File: src/core/pulse_cmd_regs.vh
// Overview of operation
// (RQ1) Decode eight-valued input mode: switch, dual-pulse, step-direction, quadrature.
// (RQ2) Step-direction: count step pulses forward or reverse by direction level.
// (RQ3) Dual-pulse: forward input counts up one, reverse input counts down one.
// (RQ4) Quadrature: reverse lagging forward counts up, leading counts down.
// (RQ5) Quadrature multiplication one, two or four counts per cycle.
// (RQ6) Mode zero: switch on gives step-direction negative, off dual-pulse negative.
// (RQ7) Switch and parameters sampled only at power-up.
// (RQ8) Resolution equals 1000 times numerator over denominator, 100 to 100000.
// (RQ9) Resolution out of range raises gear-setting warning.
// (RQ10) Power reapplied with gear warning active escalates to gear alarm.
// (RQ11) Forward raises position, reverse lowers it; direction bit picks shaft sense.
// (RQ12) After position-loss alarm reset, setting 0 blocks until request rising edge.
// (RQ13) Servo-on inactive holds deviation at zero and discards pulses.
// (RQ14) Gear numerator and denominator accept 1 to 1000.
// (RQ15) Inputs synchronised before edge detection, polarity applied before decoding.
`ifndef PULSE_CMD_REGS_VH
`define PULSE_CMD_REGS_VH

// ==========================================================
// Input mode codes
`define MODE_SWITCH        3'h0
`define MODE_DUAL_NEG      3'h1
`define MODE_DUAL_POS      3'h2
`define MODE_STEP_NEG      3'h3
`define MODE_STEP_POS      3'h4
`define MODE_QUAD_X1       3'h5
`define MODE_QUAD_X2       3'h6
`define MODE_QUAD_X4       3'h7

// ==========================================================
// Gear and resolution limits
`define GEAR_MIN           10'h001
`define GEAR_MAX           10'h3E8
`define RES_BASE           17'h003E8
`define RES_MIN_MULT       5'h0A
`define RES_MAX_MULT       7'h64
`define RES_DEFAULT        17'h003E8

// ==========================================================
// Widths, division steps and settle cycles
`define POS_W              32
`define RES_W              17
`define DIV_STEPS          5'h14
`define SETTLE_CYCLES      3'h7

`endif

File: src/core/pin_sync3.v
`timescale 1ns/1ps
module pin_sync3 #(
    parameter WIDTH = 4
) (
    // Clock and reset
    input  wire             clock,
    input  wire             rst_n,
    // Pins and settled levels
    input  wire [WIDTH-1:0] pin_in,
    output reg  [WIDTH-1:0] level_r
);

// ==========================================================
// Three-stage chain, settle when stages two and three agree
reg [WIDTH-1:0] s1_r;
reg [WIDTH-1:0] s2_r;
reg [WIDTH-1:0] s3_r;
integer i;

always @(posedge clock) begin
    if (!rst_n) begin
        s1_r    <= {WIDTH{1'b0}};
        s2_r    <= {WIDTH{1'b0}};
        s3_r    <= {WIDTH{1'b0}};
        level_r <= {WIDTH{1'b0}};
    end else begin
        s1_r <= pin_in;
        s2_r <= s1_r;
        s3_r <= s2_r;
        for (i = 0; i < WIDTH; i = i + 1) begin
            // Filters single-cycle glitch on stage two
            if (s2_r[i] == s3_r[i])
                level_r[i] <= s3_r[i];
        end
    end
end

endmodule // pin_sync3

File: src/core/pulse_command_position_input.v
`timescale 1ns/1ps
`include "pulse_cmd_regs.vh"
module pulse_command_position_input #(
    parameter POS_W = `POS_W
) (
    // Clock and reset (reset stands for power-up)
    input  wire                  clock,
    input  wire                  rst_n,
    // Command pulse pins from controller
    input  wire                  step_pulse_in,
    input  wire                  direction_in,
    input  wire                  forward_pulse_in,
    input  wire                  reverse_pulse_in,
    input  wire                  position_request_in,
    // Switch and system parameters, sampled at power-up
    input  wire                  input_mode_switch,
    input  wire [2:0]            pulse_input_mode,
    input  wire [9:0]            gear_denominator,
    input  wire [9:0]            gear_numerator,
    input  wire                  positive_is_clockwise,
    input  wire                  loss_release_immediate,
    // Power cycle of supplies while logic stays clocked
    input  wire                  power_reapplied,
    // Servo state from same-clock logic
    input  wire                  servo_on,
    input  wire                  abs_loss_alarm,
    input  wire                  feedback_up,
    input  wire                  feedback_down,
    // Command results
    output reg  [POS_W-1:0]      command_position_r,
    output reg  [POS_W-1:0]      deviation_r,
    output reg                   motor_step_cw_r,
    output reg                   motor_step_ccw_r,
    output reg                   command_up_r,
    output reg                   command_down_r,
    // Configuration status
    output reg  [2:0]            active_mode_r,
    output reg  [`RES_W-1:0]     resolution_ppr_r,
    output reg                   resolution_valid_r,
    output reg                   gear_warning_r,
    output reg                   gear_alarm_r,
    output reg                   pulse_blocked_r
);

// ==========================================================
// Pin synchroniser
wire [4:0] pin_level;

pin_sync3 #(
    .WIDTH   (5)
) u_sync (
    .clock   (clock),
    .rst_n   (rst_n),
    .pin_in  ({position_request_in, reverse_pulse_in, forward_pulse_in,
               direction_in, step_pulse_in}),
    .level_r (pin_level)
); // RQ15

// ==========================================================
// Power-up latch of switch and parameters
reg        latched_r;
reg [9:0]  den_r;
reg [9:0]  num_r;
reg        cw_pos_r;
reg        release_imm_r;
reg        gear_bad_r;

function gear_ok;
    input [9:0] den;
    input [9:0] num;
    begin
        gear_ok = (den >= `GEAR_MIN) && (den <= `GEAR_MAX)
               && (num >= `GEAR_MIN) && (num <= `GEAR_MAX); // RQ14
    end
endfunction

// Range check without division: A <= 10*B and B <= 100*A
function res_in_range;
    input [9:0] den;
    input [9:0] num;
    reg   [16:0] ten_num;
    reg   [16:0] hund_den;
    begin
        ten_num      = {7'h00, num} * 17'h0000A;
        hund_den     = {7'h00, den} * 17'h00064;
        res_in_range = ({7'h00, den} <= ten_num)
                    && ({7'h00, num} <= hund_den); // RQ8
    end
endfunction

function [2:0] resolve_mode;
    input [2:0] mode;
    input       sw;
    begin
        if (mode == `MODE_SWITCH)
            resolve_mode = sw ? `MODE_STEP_NEG : `MODE_DUAL_NEG; // RQ6
        else
            resolve_mode = mode; // RQ1
    end
endfunction

wire sample_now = !latched_r || power_reapplied;

always @(posedge clock) begin
    if (!rst_n) begin
        latched_r     <= 1'b0;
        active_mode_r <= `MODE_DUAL_NEG;
        den_r         <= `GEAR_MIN;
        num_r         <= `GEAR_MIN;
        cw_pos_r      <= 1'b1;
        release_imm_r <= 1'b0;
        gear_bad_r    <= 1'b0;
    end else if (sample_now) begin // RQ7
        latched_r     <= 1'b1;
        active_mode_r <= resolve_mode(pulse_input_mode, input_mode_switch);
        den_r         <= gear_denominator;
        num_r         <= gear_numerator;
        cw_pos_r      <= positive_is_clockwise;
        release_imm_r <= loss_release_immediate;
        gear_bad_r    <= !gear_ok(gear_denominator, gear_numerator)
                      || !res_in_range(gear_denominator, gear_numerator);
    end
end

// ==========================================================
// Gear warning and alarm
reg latch_seen_r;

always @(posedge clock) begin
    if (!rst_n) begin
        latch_seen_r   <= 1'b0;
        gear_warning_r <= 1'b0;
        gear_alarm_r   <= 1'b0;
    end else begin
        latch_seen_r <= latched_r;
        if (latched_r && latch_seen_r)
            gear_warning_r <= gear_bad_r; // RQ9
        // Warning still set when supplies return escalates
        if (power_reapplied && latched_r && gear_warning_r)
            gear_alarm_r <= 1'b1; // RQ10
    end
end

// ==========================================================
// Resolution by restoring division, runs after each latch
reg [19:0] dividend_r;
reg [19:0] quotient_r;
reg [19:0] remainder_r;
reg [4:0]  div_cnt_r;
reg        div_busy_r;
wire [20:0] rem_shift = {remainder_r, dividend_r[19]};
wire [20:0] rem_sub   = rem_shift - {11'h000, den_r};

always @(posedge clock) begin
    if (!rst_n) begin
        dividend_r         <= 20'h00000;
        quotient_r         <= 20'h00000;
        remainder_r        <= 20'h00000;
        div_cnt_r          <= 5'h00;
        div_busy_r         <= 1'b0;
        resolution_ppr_r   <= `RES_DEFAULT;
        resolution_valid_r <= 1'b0;
    end else if (sample_now) begin
        div_busy_r         <= 1'b0;
        resolution_valid_r <= 1'b0;
    end else if (!div_busy_r && !resolution_valid_r) begin
        // 1000 * numerator fits in twenty bits
        dividend_r  <= {10'h000, num_r} * 20'h003E8;
        quotient_r  <= 20'h00000;
        remainder_r <= 20'h00000;
        div_cnt_r   <= `DIV_STEPS;
        div_busy_r  <= (den_r != 10'h000);
    end else if (div_busy_r) begin
        dividend_r <= {dividend_r[18:0], 1'b0};
        if (!rem_sub[20]) begin
            remainder_r <= rem_sub[19:0];
            quotient_r  <= {quotient_r[18:0], 1'b1};
        end else begin
            remainder_r <= rem_shift[19:0];
            quotient_r  <= {quotient_r[18:0], 1'b0};
        end
        div_cnt_r <= div_cnt_r - 5'h01;
        if (div_cnt_r == 5'h01) begin
            div_busy_r         <= 1'b0;
            resolution_valid_r <= 1'b1;
        end
    end else if (resolution_valid_r && !div_busy_r && div_cnt_r == 5'h00) begin
        resolution_ppr_r <= quotient_r[`RES_W-1:0]; // RQ8
        div_cnt_r        <= 5'h1F;
    end
end

// ==========================================================
// Polarity and edge detection
wire is_neg  = (active_mode_r == `MODE_DUAL_NEG) || (active_mode_r == `MODE_STEP_NEG);
wire is_step = (active_mode_r == `MODE_STEP_NEG) || (active_mode_r == `MODE_STEP_POS);
wire is_dual = (active_mode_r == `MODE_DUAL_NEG) || (active_mode_r == `MODE_DUAL_POS);
wire is_quad = (active_mode_r >= `MODE_QUAD_X1);

// Negative logic means active while the line is low; quadrature has no polarity
wire [3:0] pol_level = (is_neg ? ~pin_level[3:0] : pin_level[3:0]); // RQ15
reg  [3:0] prev_r;
reg        req_prev_r;

always @(posedge clock) begin
    if (!rst_n) begin
        prev_r     <= 4'h0;
        req_prev_r <= 1'b0;
    end else begin
        prev_r     <= pol_level;
        req_prev_r <= pin_level[4];
    end
end

wire step_act  = pol_level[0] & ~prev_r[0];
wire dir_fwd   = pol_level[1];
wire fwd_act   = pol_level[2] & ~prev_r[2];
wire rev_act   = pol_level[3] & ~prev_r[3];
wire a_now     = pol_level[2];
wire b_now     = pol_level[3];
wire a_rise    = a_now & ~prev_r[2];
wire a_fall    = ~a_now & prev_r[2];
wire b_rise    = b_now & ~prev_r[3];
wire b_fall    = ~b_now & prev_r[3];
wire req_rise  = pin_level[4] & ~req_prev_r;

// ==========================================================
// Decoder
reg up_nxt;
reg dn_nxt;

always @* begin
    up_nxt = 1'b0;
    dn_nxt = 1'b0;
    if (is_step) begin
        up_nxt = step_act & dir_fwd; // RQ2
        dn_nxt = step_act & ~dir_fwd; // RQ2
    end else if (is_dual) begin
        // Both at once cancel out
        up_nxt = fwd_act & ~rev_act; // RQ3
        dn_nxt = rev_act & ~fwd_act; // RQ3
    end else if (is_quad) begin
        case (active_mode_r)
            `MODE_QUAD_X1: begin
                up_nxt = a_rise & ~b_now; // RQ5
                dn_nxt = a_fall & ~b_now; // RQ5
            end
            `MODE_QUAD_X2: begin
                up_nxt = (a_rise & ~b_now) | (a_fall & b_now); // RQ5
                dn_nxt = (a_rise & b_now) | (a_fall & ~b_now); // RQ5
            end
            `MODE_QUAD_X4: begin
                // Reverse phase lagging gives forward counts
                up_nxt = (a_rise & ~b_now) | (a_fall & b_now)
                       | (b_rise & a_now) | (b_fall & ~a_now); // RQ4
                dn_nxt = (a_rise & b_now) | (a_fall & ~b_now)
                       | (b_rise & ~a_now) | (b_fall & a_now); // RQ4
            end
            default: begin
                up_nxt = 1'b0;
                dn_nxt = 1'b0;
            end
        endcase
    end
end

// ==========================================================
// Position-loss release gate
reg alarm_prev_r;

always @(posedge clock) begin
    if (!rst_n) begin
        alarm_prev_r    <= 1'b0;
        pulse_blocked_r <= 1'b0;
    end else begin
        alarm_prev_r <= abs_loss_alarm;
        if (abs_loss_alarm)
            pulse_blocked_r <= 1'b1;
        else if (alarm_prev_r)
            pulse_blocked_r <= !release_imm_r; // RQ12
        else if (req_rise)
            pulse_blocked_r <= 1'b0; // RQ12
    end
end

// ==========================================================
// Command position, deviation and shaft direction
// Pins and polarity refill after a latch; earlier edges are false ones
reg [2:0] settle_r;
always @(posedge clock) begin
    if (!rst_n || sample_now)
        settle_r <= 3'h0;
    else if (settle_r != `SETTLE_CYCLES)
        settle_r <= settle_r + 3'h1;
end
wire accept = (settle_r == `SETTLE_CYCLES) && servo_on && !pulse_blocked_r && !gear_alarm_r;
wire cmd_up = accept & up_nxt & ~dn_nxt;
wire cmd_dn = accept & dn_nxt & ~up_nxt; // RQ13

function [POS_W-1:0] step_value;
    input [POS_W-1:0] val;
    input             inc;
    input             dec;
    begin
        if (inc && !dec)
            step_value = val + {{(POS_W-1){1'b0}}, 1'b1};
        else if (dec && !inc)
            step_value = val - {{(POS_W-1){1'b0}}, 1'b1};
        else
            step_value = val;
    end
endfunction

always @(posedge clock) begin
    if (!rst_n) begin
        command_position_r <= {POS_W{1'b0}};
        deviation_r        <= {POS_W{1'b0}};
        command_up_r       <= 1'b0;
        command_down_r     <= 1'b0;
        motor_step_cw_r    <= 1'b0;
        motor_step_ccw_r   <= 1'b0;
    end else begin
        command_position_r <= step_value(command_position_r, cmd_up, cmd_dn); // RQ11
        if (!servo_on)
            deviation_r <= {POS_W{1'b0}}; // RQ13
        else
            deviation_r <= step_value(step_value(deviation_r, cmd_up, cmd_dn),
                                      feedback_down, feedback_up);
        command_up_r     <= cmd_up;
        command_down_r   <= cmd_dn;
        motor_step_cw_r  <= cw_pos_r ? cmd_up : cmd_dn; // RQ11
        motor_step_ccw_r <= cw_pos_r ? cmd_dn : cmd_up; // RQ11
    end
end

endmodule // pulse_command_position_input

File: config.mk
export PLATFORM = sky130hd
export DESIGN_NAME = pulse_command_position_input
export DESIGN_NICKNAME = d
export VERILOG_FILES = /design/src/core/pin_sync3.v /design/src/core/pulse_command_position_input.v
export VERILOG_INCLUDE_DIRS = /design/src /design/src/core
export SDC_FILE = /design/constraint.sdc
export NUM_CORES = 1
export LEC_CHECK = 0
export BUFFER_PORTS_ARGS = -buffer_cell sky130_fd_sc_hd__buf_2
export CAP_MARGIN = 20
export CORE_ASPECT_RATIO = 1.75
export CORE_UTILIZATION = 30
export CTS_CLUSTER_DIAMETER = 100
export DETAILED_ROUTE_END_ITERATION = 8
export PLACE_DENSITY = 0.43
export SLEW_MARGIN = 10
export SYNTH_ARGS = -nofsm -noshare
export SYNTH_HDL_FRONTEND = slang
export SYNTH_SLANG_ARGS = --single-unit
File: constraint.sdc
create_clock -name clock -period 16.6 [get_ports clock]
set_input_delay 0 -clock clock [delete_from_list [all_inputs] [get_ports clock]]
set_output_delay 0 -clock clock [all_outputs]
set_load 0.01 [all_outputs]
==> metrics.md, run 1 <==
| Metric | Value |
|---|---|
| Met3 Use GR | about 1.8% |
| Period utilisation layout | approximately 40% |
| CTS Buf Count | 24 |
| Static Leakage | approximately 8.0 nW |
| Layout net count | 2339 |
| Grt met1 use | 18.7% |
| Die area | between 50000 and 60000 sq um |
| #FFs+latches synth | ~200 |
| Buf/Inv on CP | 1 |
| TritonCTS clock tree | done |
| Post_cts resized | 0 |
| WS Path Type | reg -> reg |
| Vias after detailed routing | ~15000 |
| DRC | 0 |
| Initial antenna violation count | 0 |
| Status | complete, no violations |
| Postcts setup bufs | 0 |
| Mean Syn Cell Area | 8.03 sq um |
| Sequential area share after synthesis | approximately a quarter |
| Reg clk slew, reported paths | roughly 0.060 ns |
| Met2 Usage GRT | 39.6% |
| Largest net degree at the start of global routing | 75 |
| Slowest library cell on the worst path | or4b_1 |
| Final slew viol count | 0 |
| Initial detailed-routing violation count | between 700 and 800 |
| Final WL | 51.5 mm |
| Area Overhead vs Synth | 15.5% |
| Hold crit path type | in -> reg |
| Root buffer cell | clkbuf_16 |
| Prevailing post-synth register cell | dfxtp_1 |
| Max-Cap Viols | 0 |
| Yosys cell types | 86 |
| Maximum VDD drop | 66.8 uV |
| Die Ht | about 300 um |
| Mapped Cells | ~2000 |
| Vias per cell | approximately 5.3 |
| Post-route ant nets | 0 |
| Die width | 176 um |
| Arrival @ worst endpoint | 7.13 ns |
| Slew HR | 32.4% |
| Async SR Flop Fraction | 0% |
| Row count | about 110 |
| Core Box Area | 52400 sq um |
| Post-synth EDFFs | 0 |
| Cell mode on critical path | xnor2_1 |
| YS warnings | 0 |
| Setup TNS | 0 ns |
| H-tree depth | 1 |
| Final Cell Area | 18300 sq um |
| Skew final | approximately 0.0088 ns |
| # IOs | 130 |
| Synthesized cell area | approximately 16000 sq um |
| Initial core utilization | between 30% and 40% |
| Net Count, Synth | about 2200 |
| Share of layout cells above drive strength 1 | a little over a tenth |
| CTS Sinks | around 210 |
| Post-CTS Hold Fix Bufs | 36 |
| Worst-skew pair later-pin latency | between 0.5 and 0.6 ns |
| Worst Setup End Kind | flip-flop |
| Endpoints failing setup | 0 |
| Slew @ Worst Pin | approximately 1.0 ns |
| GRT Util Overall | about a fifth |
| Hpwl dp | about 39 mm |
| Routed WL per cell | roughly 18 um |
| Placed standard-cell area | around 17000 sq um |
| Element type at the critical path start | flip-flop |
| Power Density | around 83 nW/um^2 |
| Busiest layer in global routing | met2 |
| Grt ovf | 0 |
| N_diodes | 0 |
| Max Freq | approximately 0.15 GHz |
| Routability cong. | 0.932 |
| Largest fanout on the critical path | 32 |
| Slowest stage delay, CP | about 0.74 ns |
| Crit path max-delay family | simple AND/OR/NAND/NOR gates |
| Fin crit period | about 6.7 ns |
| CTS Buffer Depth | 3 |
| Final hold vios | 0 |
| IO Port Bufs | 129 |
| CP Data Required Time | ~17 ns |
| Cell Chain, Critical Path | nor2b_1 -> xnor2_1 -> nor2_1 -> a211o_1 -> a311o_1 -> a32o_1 -> a2111o_1 -> ha_1 -> buf_4 -> or4b_1 -> mux2_2 -> xnor2_1 -> or3_1 -> nor4_2 -> nand4_1 -> nor3_1 -> a22oi_1 -> mux2i_1 |
| RSZ-0062 raised after global routing | false |
| First-pass GRT wire length | 81.2 mm |
| Vias in the first global route | 14947 |
| Initial DRT Pass Iterations | 7 |
## metal layers
metal	share of wire [%]	routed length [um]	vias to the layer above
li1	-	-	7295
met1	36	18600	7042
met2	57	29500	294
met3	3.0	1540	95
met4	3.5	1810	0
met5	0	0	-
## registers in the layout, summed over array words and instances, names as in the netlist, 10 cells and up
register and cells:
resolution_ppr_r 17, command_position_r 32, den_r 10, quotient_r 17, num_r 10, deviation_r 32
remainder_r 20, dividend_r 17
## kinds of logic (layout without fill, tap and decap cells)
family          count (synthesis)  after routing  synth area share [%]
compound gates                463            463                  18.8
flops                         205            205                  25.8
buf+inv                       204            337                  5.05
simple gates                  759            759                  24.2
mux                            25             25                  1.58
xor+xnor                      110            110                  6.16
fa+ha+maj                     210            210                  18.3
## area by class of cell
cell class,count,area (sq um)
Inverter,111,418
Clock buffer,31,647
Timing Repair Buffer,182,1130
Clock inverter,13,213
Fill cell,5558,34000
Multi-Input combinational cell,1567,11000
Tap cell,678,848
Sequential cell,205,4100
## where the power goes
part | total, W | internal (W) | switching, W
clock | 0.000591 | 0.000355 | 0.000236
combinational | 0.000395 | 0.000172 | 0.000223
sequential | 0.000532 | 0.000508 | 0.0000239
## path summary, 6_finish.rpt
path,endpoint,cells past startpoint,start,slack [ns]
worst min register to register,u_sync.s2_r[3],1,u_sync.s1_r[3],0.43
worst min-delay path,den_r[0],3,gear_denominator[0],0.01
worst max register to register,deviation_r[29],18,active_mode_r[0],9.89
worst max-delay path,deviation_r[29],18,active_mode_r[0],9.89
## Yosys cell counts (all sizes together), types with 28 or more instances
master  count  area (sq um)
nand3      65           325
nor2      161           604
xor2       46           418
xnor2      64           561
nand2     213           802
clkbuf     74           279
nand4      31           209
dfxtp     205          4100
and2       35           219
ha        172          2150
or3        28           175
inv       110           413
fa         38           761
a21oi     149           746
nor3       60           305
a21o       30           225
o21ai      92           460
## cell usage in the layout (no fill, tap or decap), types with 24 or more instances in the layout
master and instances:
a21o_1 30, a21oi_1 149, and2_1 35, buf_2 129, clkbuf_16 24, dfxtp_1 205
dlygate4sd3_1 36, fa_1 38, ha_1 171, inv_1 110, mux2i_1 24, nand2_1 212
nand3_1 65, nand4_1 30, nor2_1 161, nor3_1 59, o21ai_0 87, or3_1 28
xnor2_1 64, xor2_1 44
## per-stage QoR
step	worst slack, ns	hold slack, ns	cells	util (%)	power (W)
2_1_floorplan	10.10	0.0904	1976	-	0.000832
3_3_place_gp	10.03	0.205	2704	32.7	0.000933
3_5_place_dp	9.93	0.210	2706	32.7	0.000935
4_1_cts	9.90	0.000624	2786	35.0	0.00155
5_1_grt	9.23	0.0178	2787	35.0	0.00162
6_report	9.89	0.0133	2787	35.0	0.00152
## worst register-to-register path, delay by kind of cell, from the launching register on
kind                     cells  cell delay, ns
AO/OA/AOI/OAI                5            1.57
XOR/XNOR                     2            0.53
adder cells (fa/ha/maj)      1            0.21
buffers and inverters        1            0.24
flip-flops                   1            0.54
multiplexers                 2            0.52
AND/OR/NAND/NOR              7            2.97
(Power assumes the default switching activity.)
==> inputs of run 2 (changes only) <==
PLACE_DENSITY = 0.44   (was 0.43)
clock period = 5.8 ns   (was 16.6 ns; I/O delays follow)
==> run 2 against run 1 <==
Die area unchanged. Via count is 1.3% higher. Global-route usage grew 0.099 points. Fmax grew 20%. Utilization increased by 0.79 points. Sequential cell count unchanged. Clock power rose to 2.9 times the previous value.
==> metrics.md, run 2 (synthesized netlist as in run 1, its figures left out) <==
| Metric | Value |
|---|---|
| Status | complete, no violations |
| Hold crit path type | in -> reg |
| Max Freq | roughly 0.18 GHz |
| Endpoints failing setup | 0 |
| Power Density | ~230 nW/um^2 |
| Post-route ant nets | 0 |
| Multi-input gate area | 11100 sq um |
| CP Data Required Time | a little over 6 ns |
| Core Box Area | ~52000 sq um |
| Period utilisation layout | around 96% |
| N_diodes | 0 |
| WS Path Type | reg -> reg |
| Vias after detailed routing | around 15000 |
| # IOs | 130 |
| FF-to-FF End | deviation_r[28] |
| Initial DRT Pass Iterations | 7 |
| GRT Util Overall | about a fifth |
| Element type at the critical path start | flip-flop |
| Post-Layout Cell Count | 2825 |
| M1 WL | 19.1 mm |
| Core Util, Final | 35.8% |
| Hold slack | roughly 0.18 ns |
| Max-Cap Viols | 0 |
| IO Port Bufs | 129 |
| Root buffer cell | clkbuf_16 |
| Slew HR | 27.5% |
| CTS Sinks | between 200 and 250 |
| Static Leakage | between 8 and 9 nW |
| Layout net count | between 2000 and 2500 |
| Skew final | 0.0266 ns |
| Worst R2R Start | active_mode_r[0] |
| R2r setup slk | 0.23 ns |
| Die width | ~180 um |
| DR top layer | met4 |
| Row count | 111 |
| Met2 Routed Length | just under 30 mm |
| Hold Path Depth | 3 |
| DRC | 0 |
| Share of layout cells above drive strength 1 | about an eighth |
| CTS Buffer Depth | 3 |
| Vias in the first global route | between 15000 and 20000 |
| First-pass GRT wire length | a little over 80 mm |
| Leading cell type in the layout, fill and taps excluded | nand2_1 |
| Cell Chain, Critical Path | nor2b_4 -> xnor2_4 -> nor2_1 -> a211o_1 -> a311o_1 -> a32o_1 -> a2111o_1 -> ha_2 -> or4b_4 -> mux2_2 -> xnor2_1 -> or3_1 -> nor4b_1 -> nand4_1 -> a2bb2oi_1 -> o2111ai_1 -> o31ai_1 |
| Initial core utilization | 30.3% |
| Layout fillers | roughly 5500 |
| TritonCTS clock tree | done |
| Final slew viol count | 0 |
| Fin crit period | ~5.6 ns |
| Routability cong. | about 0.92 |
| Slowest library cell on the worst path | or4b_4 |
| Die Ht | just over 300 um |
| Reg clk slew, reported paths | about 0.060 ns |
| Post-Place Cells | roughly 2700 |
| Largest net degree at the start of global routing | between 60 and 70 |
| Commonest non-fill, non-tap cells in the layout | nand2_1 (212), dfxtp_1 (205), ha_1 (170) |
| Maximum VDD drop | roughly 200 uV |
| Placed standard-cell area | 17400 sq um |
| Final WL | roughly 52 mm |
| Largest fanout on the critical path | 10 |
| Worst reg-to-reg path cell count | 17 |
| Initial detailed-routing violation count | about 600 |
| Area Overhead vs Synth | 18.1% |
| Final hold vios | 0 |
| Routed WL per cell | 18.5 um |
| Hpwl dp | approximately 40 mm |
| Setup TNS | 0 ns |
| Arrival @ worst endpoint | about 6.0 ns |
| Slowest stage delay, CP | roughly 0.63 ns |
| RSZ-0062 raised after global routing | false |
| Vias per cell | about 5.3 |
| Final Cell Area | 18800 sq um |
| Initial antenna violation count | 0 |
| Worst-skew pair later-pin latency | 0.56 ns |
| CTS Buf Count | 24 |
| Hold path start | step_pulse_in |
| Hold Path End | u_sync.s1_r[0] |
| Grt ovf | 0 |
| Largest registers | command_position_r: 32 flops, deviation_r: 32 flops, remainder_r: 20 flops |
| DR WL met3 | 1.52 mm |
| Worst Setup End Kind | flip-flop |
| Slew @ Worst Pin | 1.09 ns |
| Register Area | 4100 sq um |
| Die area | about 54000 sq um |
| H-tree depth | 1 |
## run 2: cell count changes in the layout (fill, tap and decap cells not counted), moves of 2 or more
| cell | previous run | this run |
|---|---|---|
| nor3_2 | 1 | 3 |
| nor3_1 | 59 | 57 |
| dlygate4sd3_1 | 36 | 40 |
| buf_4 | 16 | 51 |
| nor4_2 | 3 | 5 |
| nor4_1 | 22 | 20 |
| clkbuf_1 | 5 | 3 |
## run 2: metrics by stage
stage	setup slack, ns	total power, W
4_1_cts	0.00423	0.00447
2_1_floorplan	0.0353	0.00238
6_report	0.232	0.00439
3_3_place_gp	-0.185	0.00267
3_5_place_dp	-0.217	0.00268
5_1_grt	0.0361	0.00468
## run 2: power breakdown
part | internal (W) | switching, W | leakage (nW)
clock network | 0.00105 | 0.000673 | 0.425
logic | 0.000502 | 0.000642 | 6.16
registers | 0.00145 | 0.0000678 | 1.67
## run 2: layout make-up
cell class / count / area share, %
flip-flops and latches: 205 / 21.9
repair buffers: 221 / 7.64
clock buffers: 29 / 3.41
multi-input cells: 1567 / 59.0
well taps: 678 / 4.52
inverters: 111 / 2.25
clock inverters: 14 / 1.28
## run 2: how the worst max path moves through the flow
stage / startpoint / endpoint / slack, ns / cells after the start
final: active_mode_r[0] / deviation_r[28] / 0.23 / 17
after global routing: active_mode_r[0] / deviation_r[31] / 0.04 / 17
after CTS: active_mode_r[0] / deviation_r[27] / 0.004 / 17
after detailed placement: active_mode_r[0] / deviation_r[29] / -0.22 / 17
after global placement: active_mode_r[0] / deviation_r[30] / -0.19 / 17
after floorplan: active_mode_r[0] / command_position_r[31] / 0.04 / 23
## run 2: critical path: cells and delay by family (launching register included)
| family | cells | cell delay [ns] |
|---|---|---|
| flip-flops | 1 | 0.33 |
| adder cells (fa/ha/maj) | 1 | 0.31 |
| XOR/XNOR | 2 | 0.36 |
| multiplexers | 1 | 0.31 |
| AND/OR/NAND/NOR | 6 | 2.24 |
| AO/OA/AOI/OAI | 7 | 1.85 |
## run 2: per-layer routing
layer / track usage, % / vias to the layer above
met3: 1.84 / 120
met1: 18.4 / 7101
li1: - / 7377
met2: 39.2 / 314
met4: 9.42 / 0
met5: 0 / -
## run 2: repair_timing
action,4_1_cts,5_1_grt
gates cloned,0,0
setup endpoints to repair,18,27
endpoints found under the hold margin,43,0
gates resized for setup,4,8
hold buffers,40,0
setup buffers,0,3
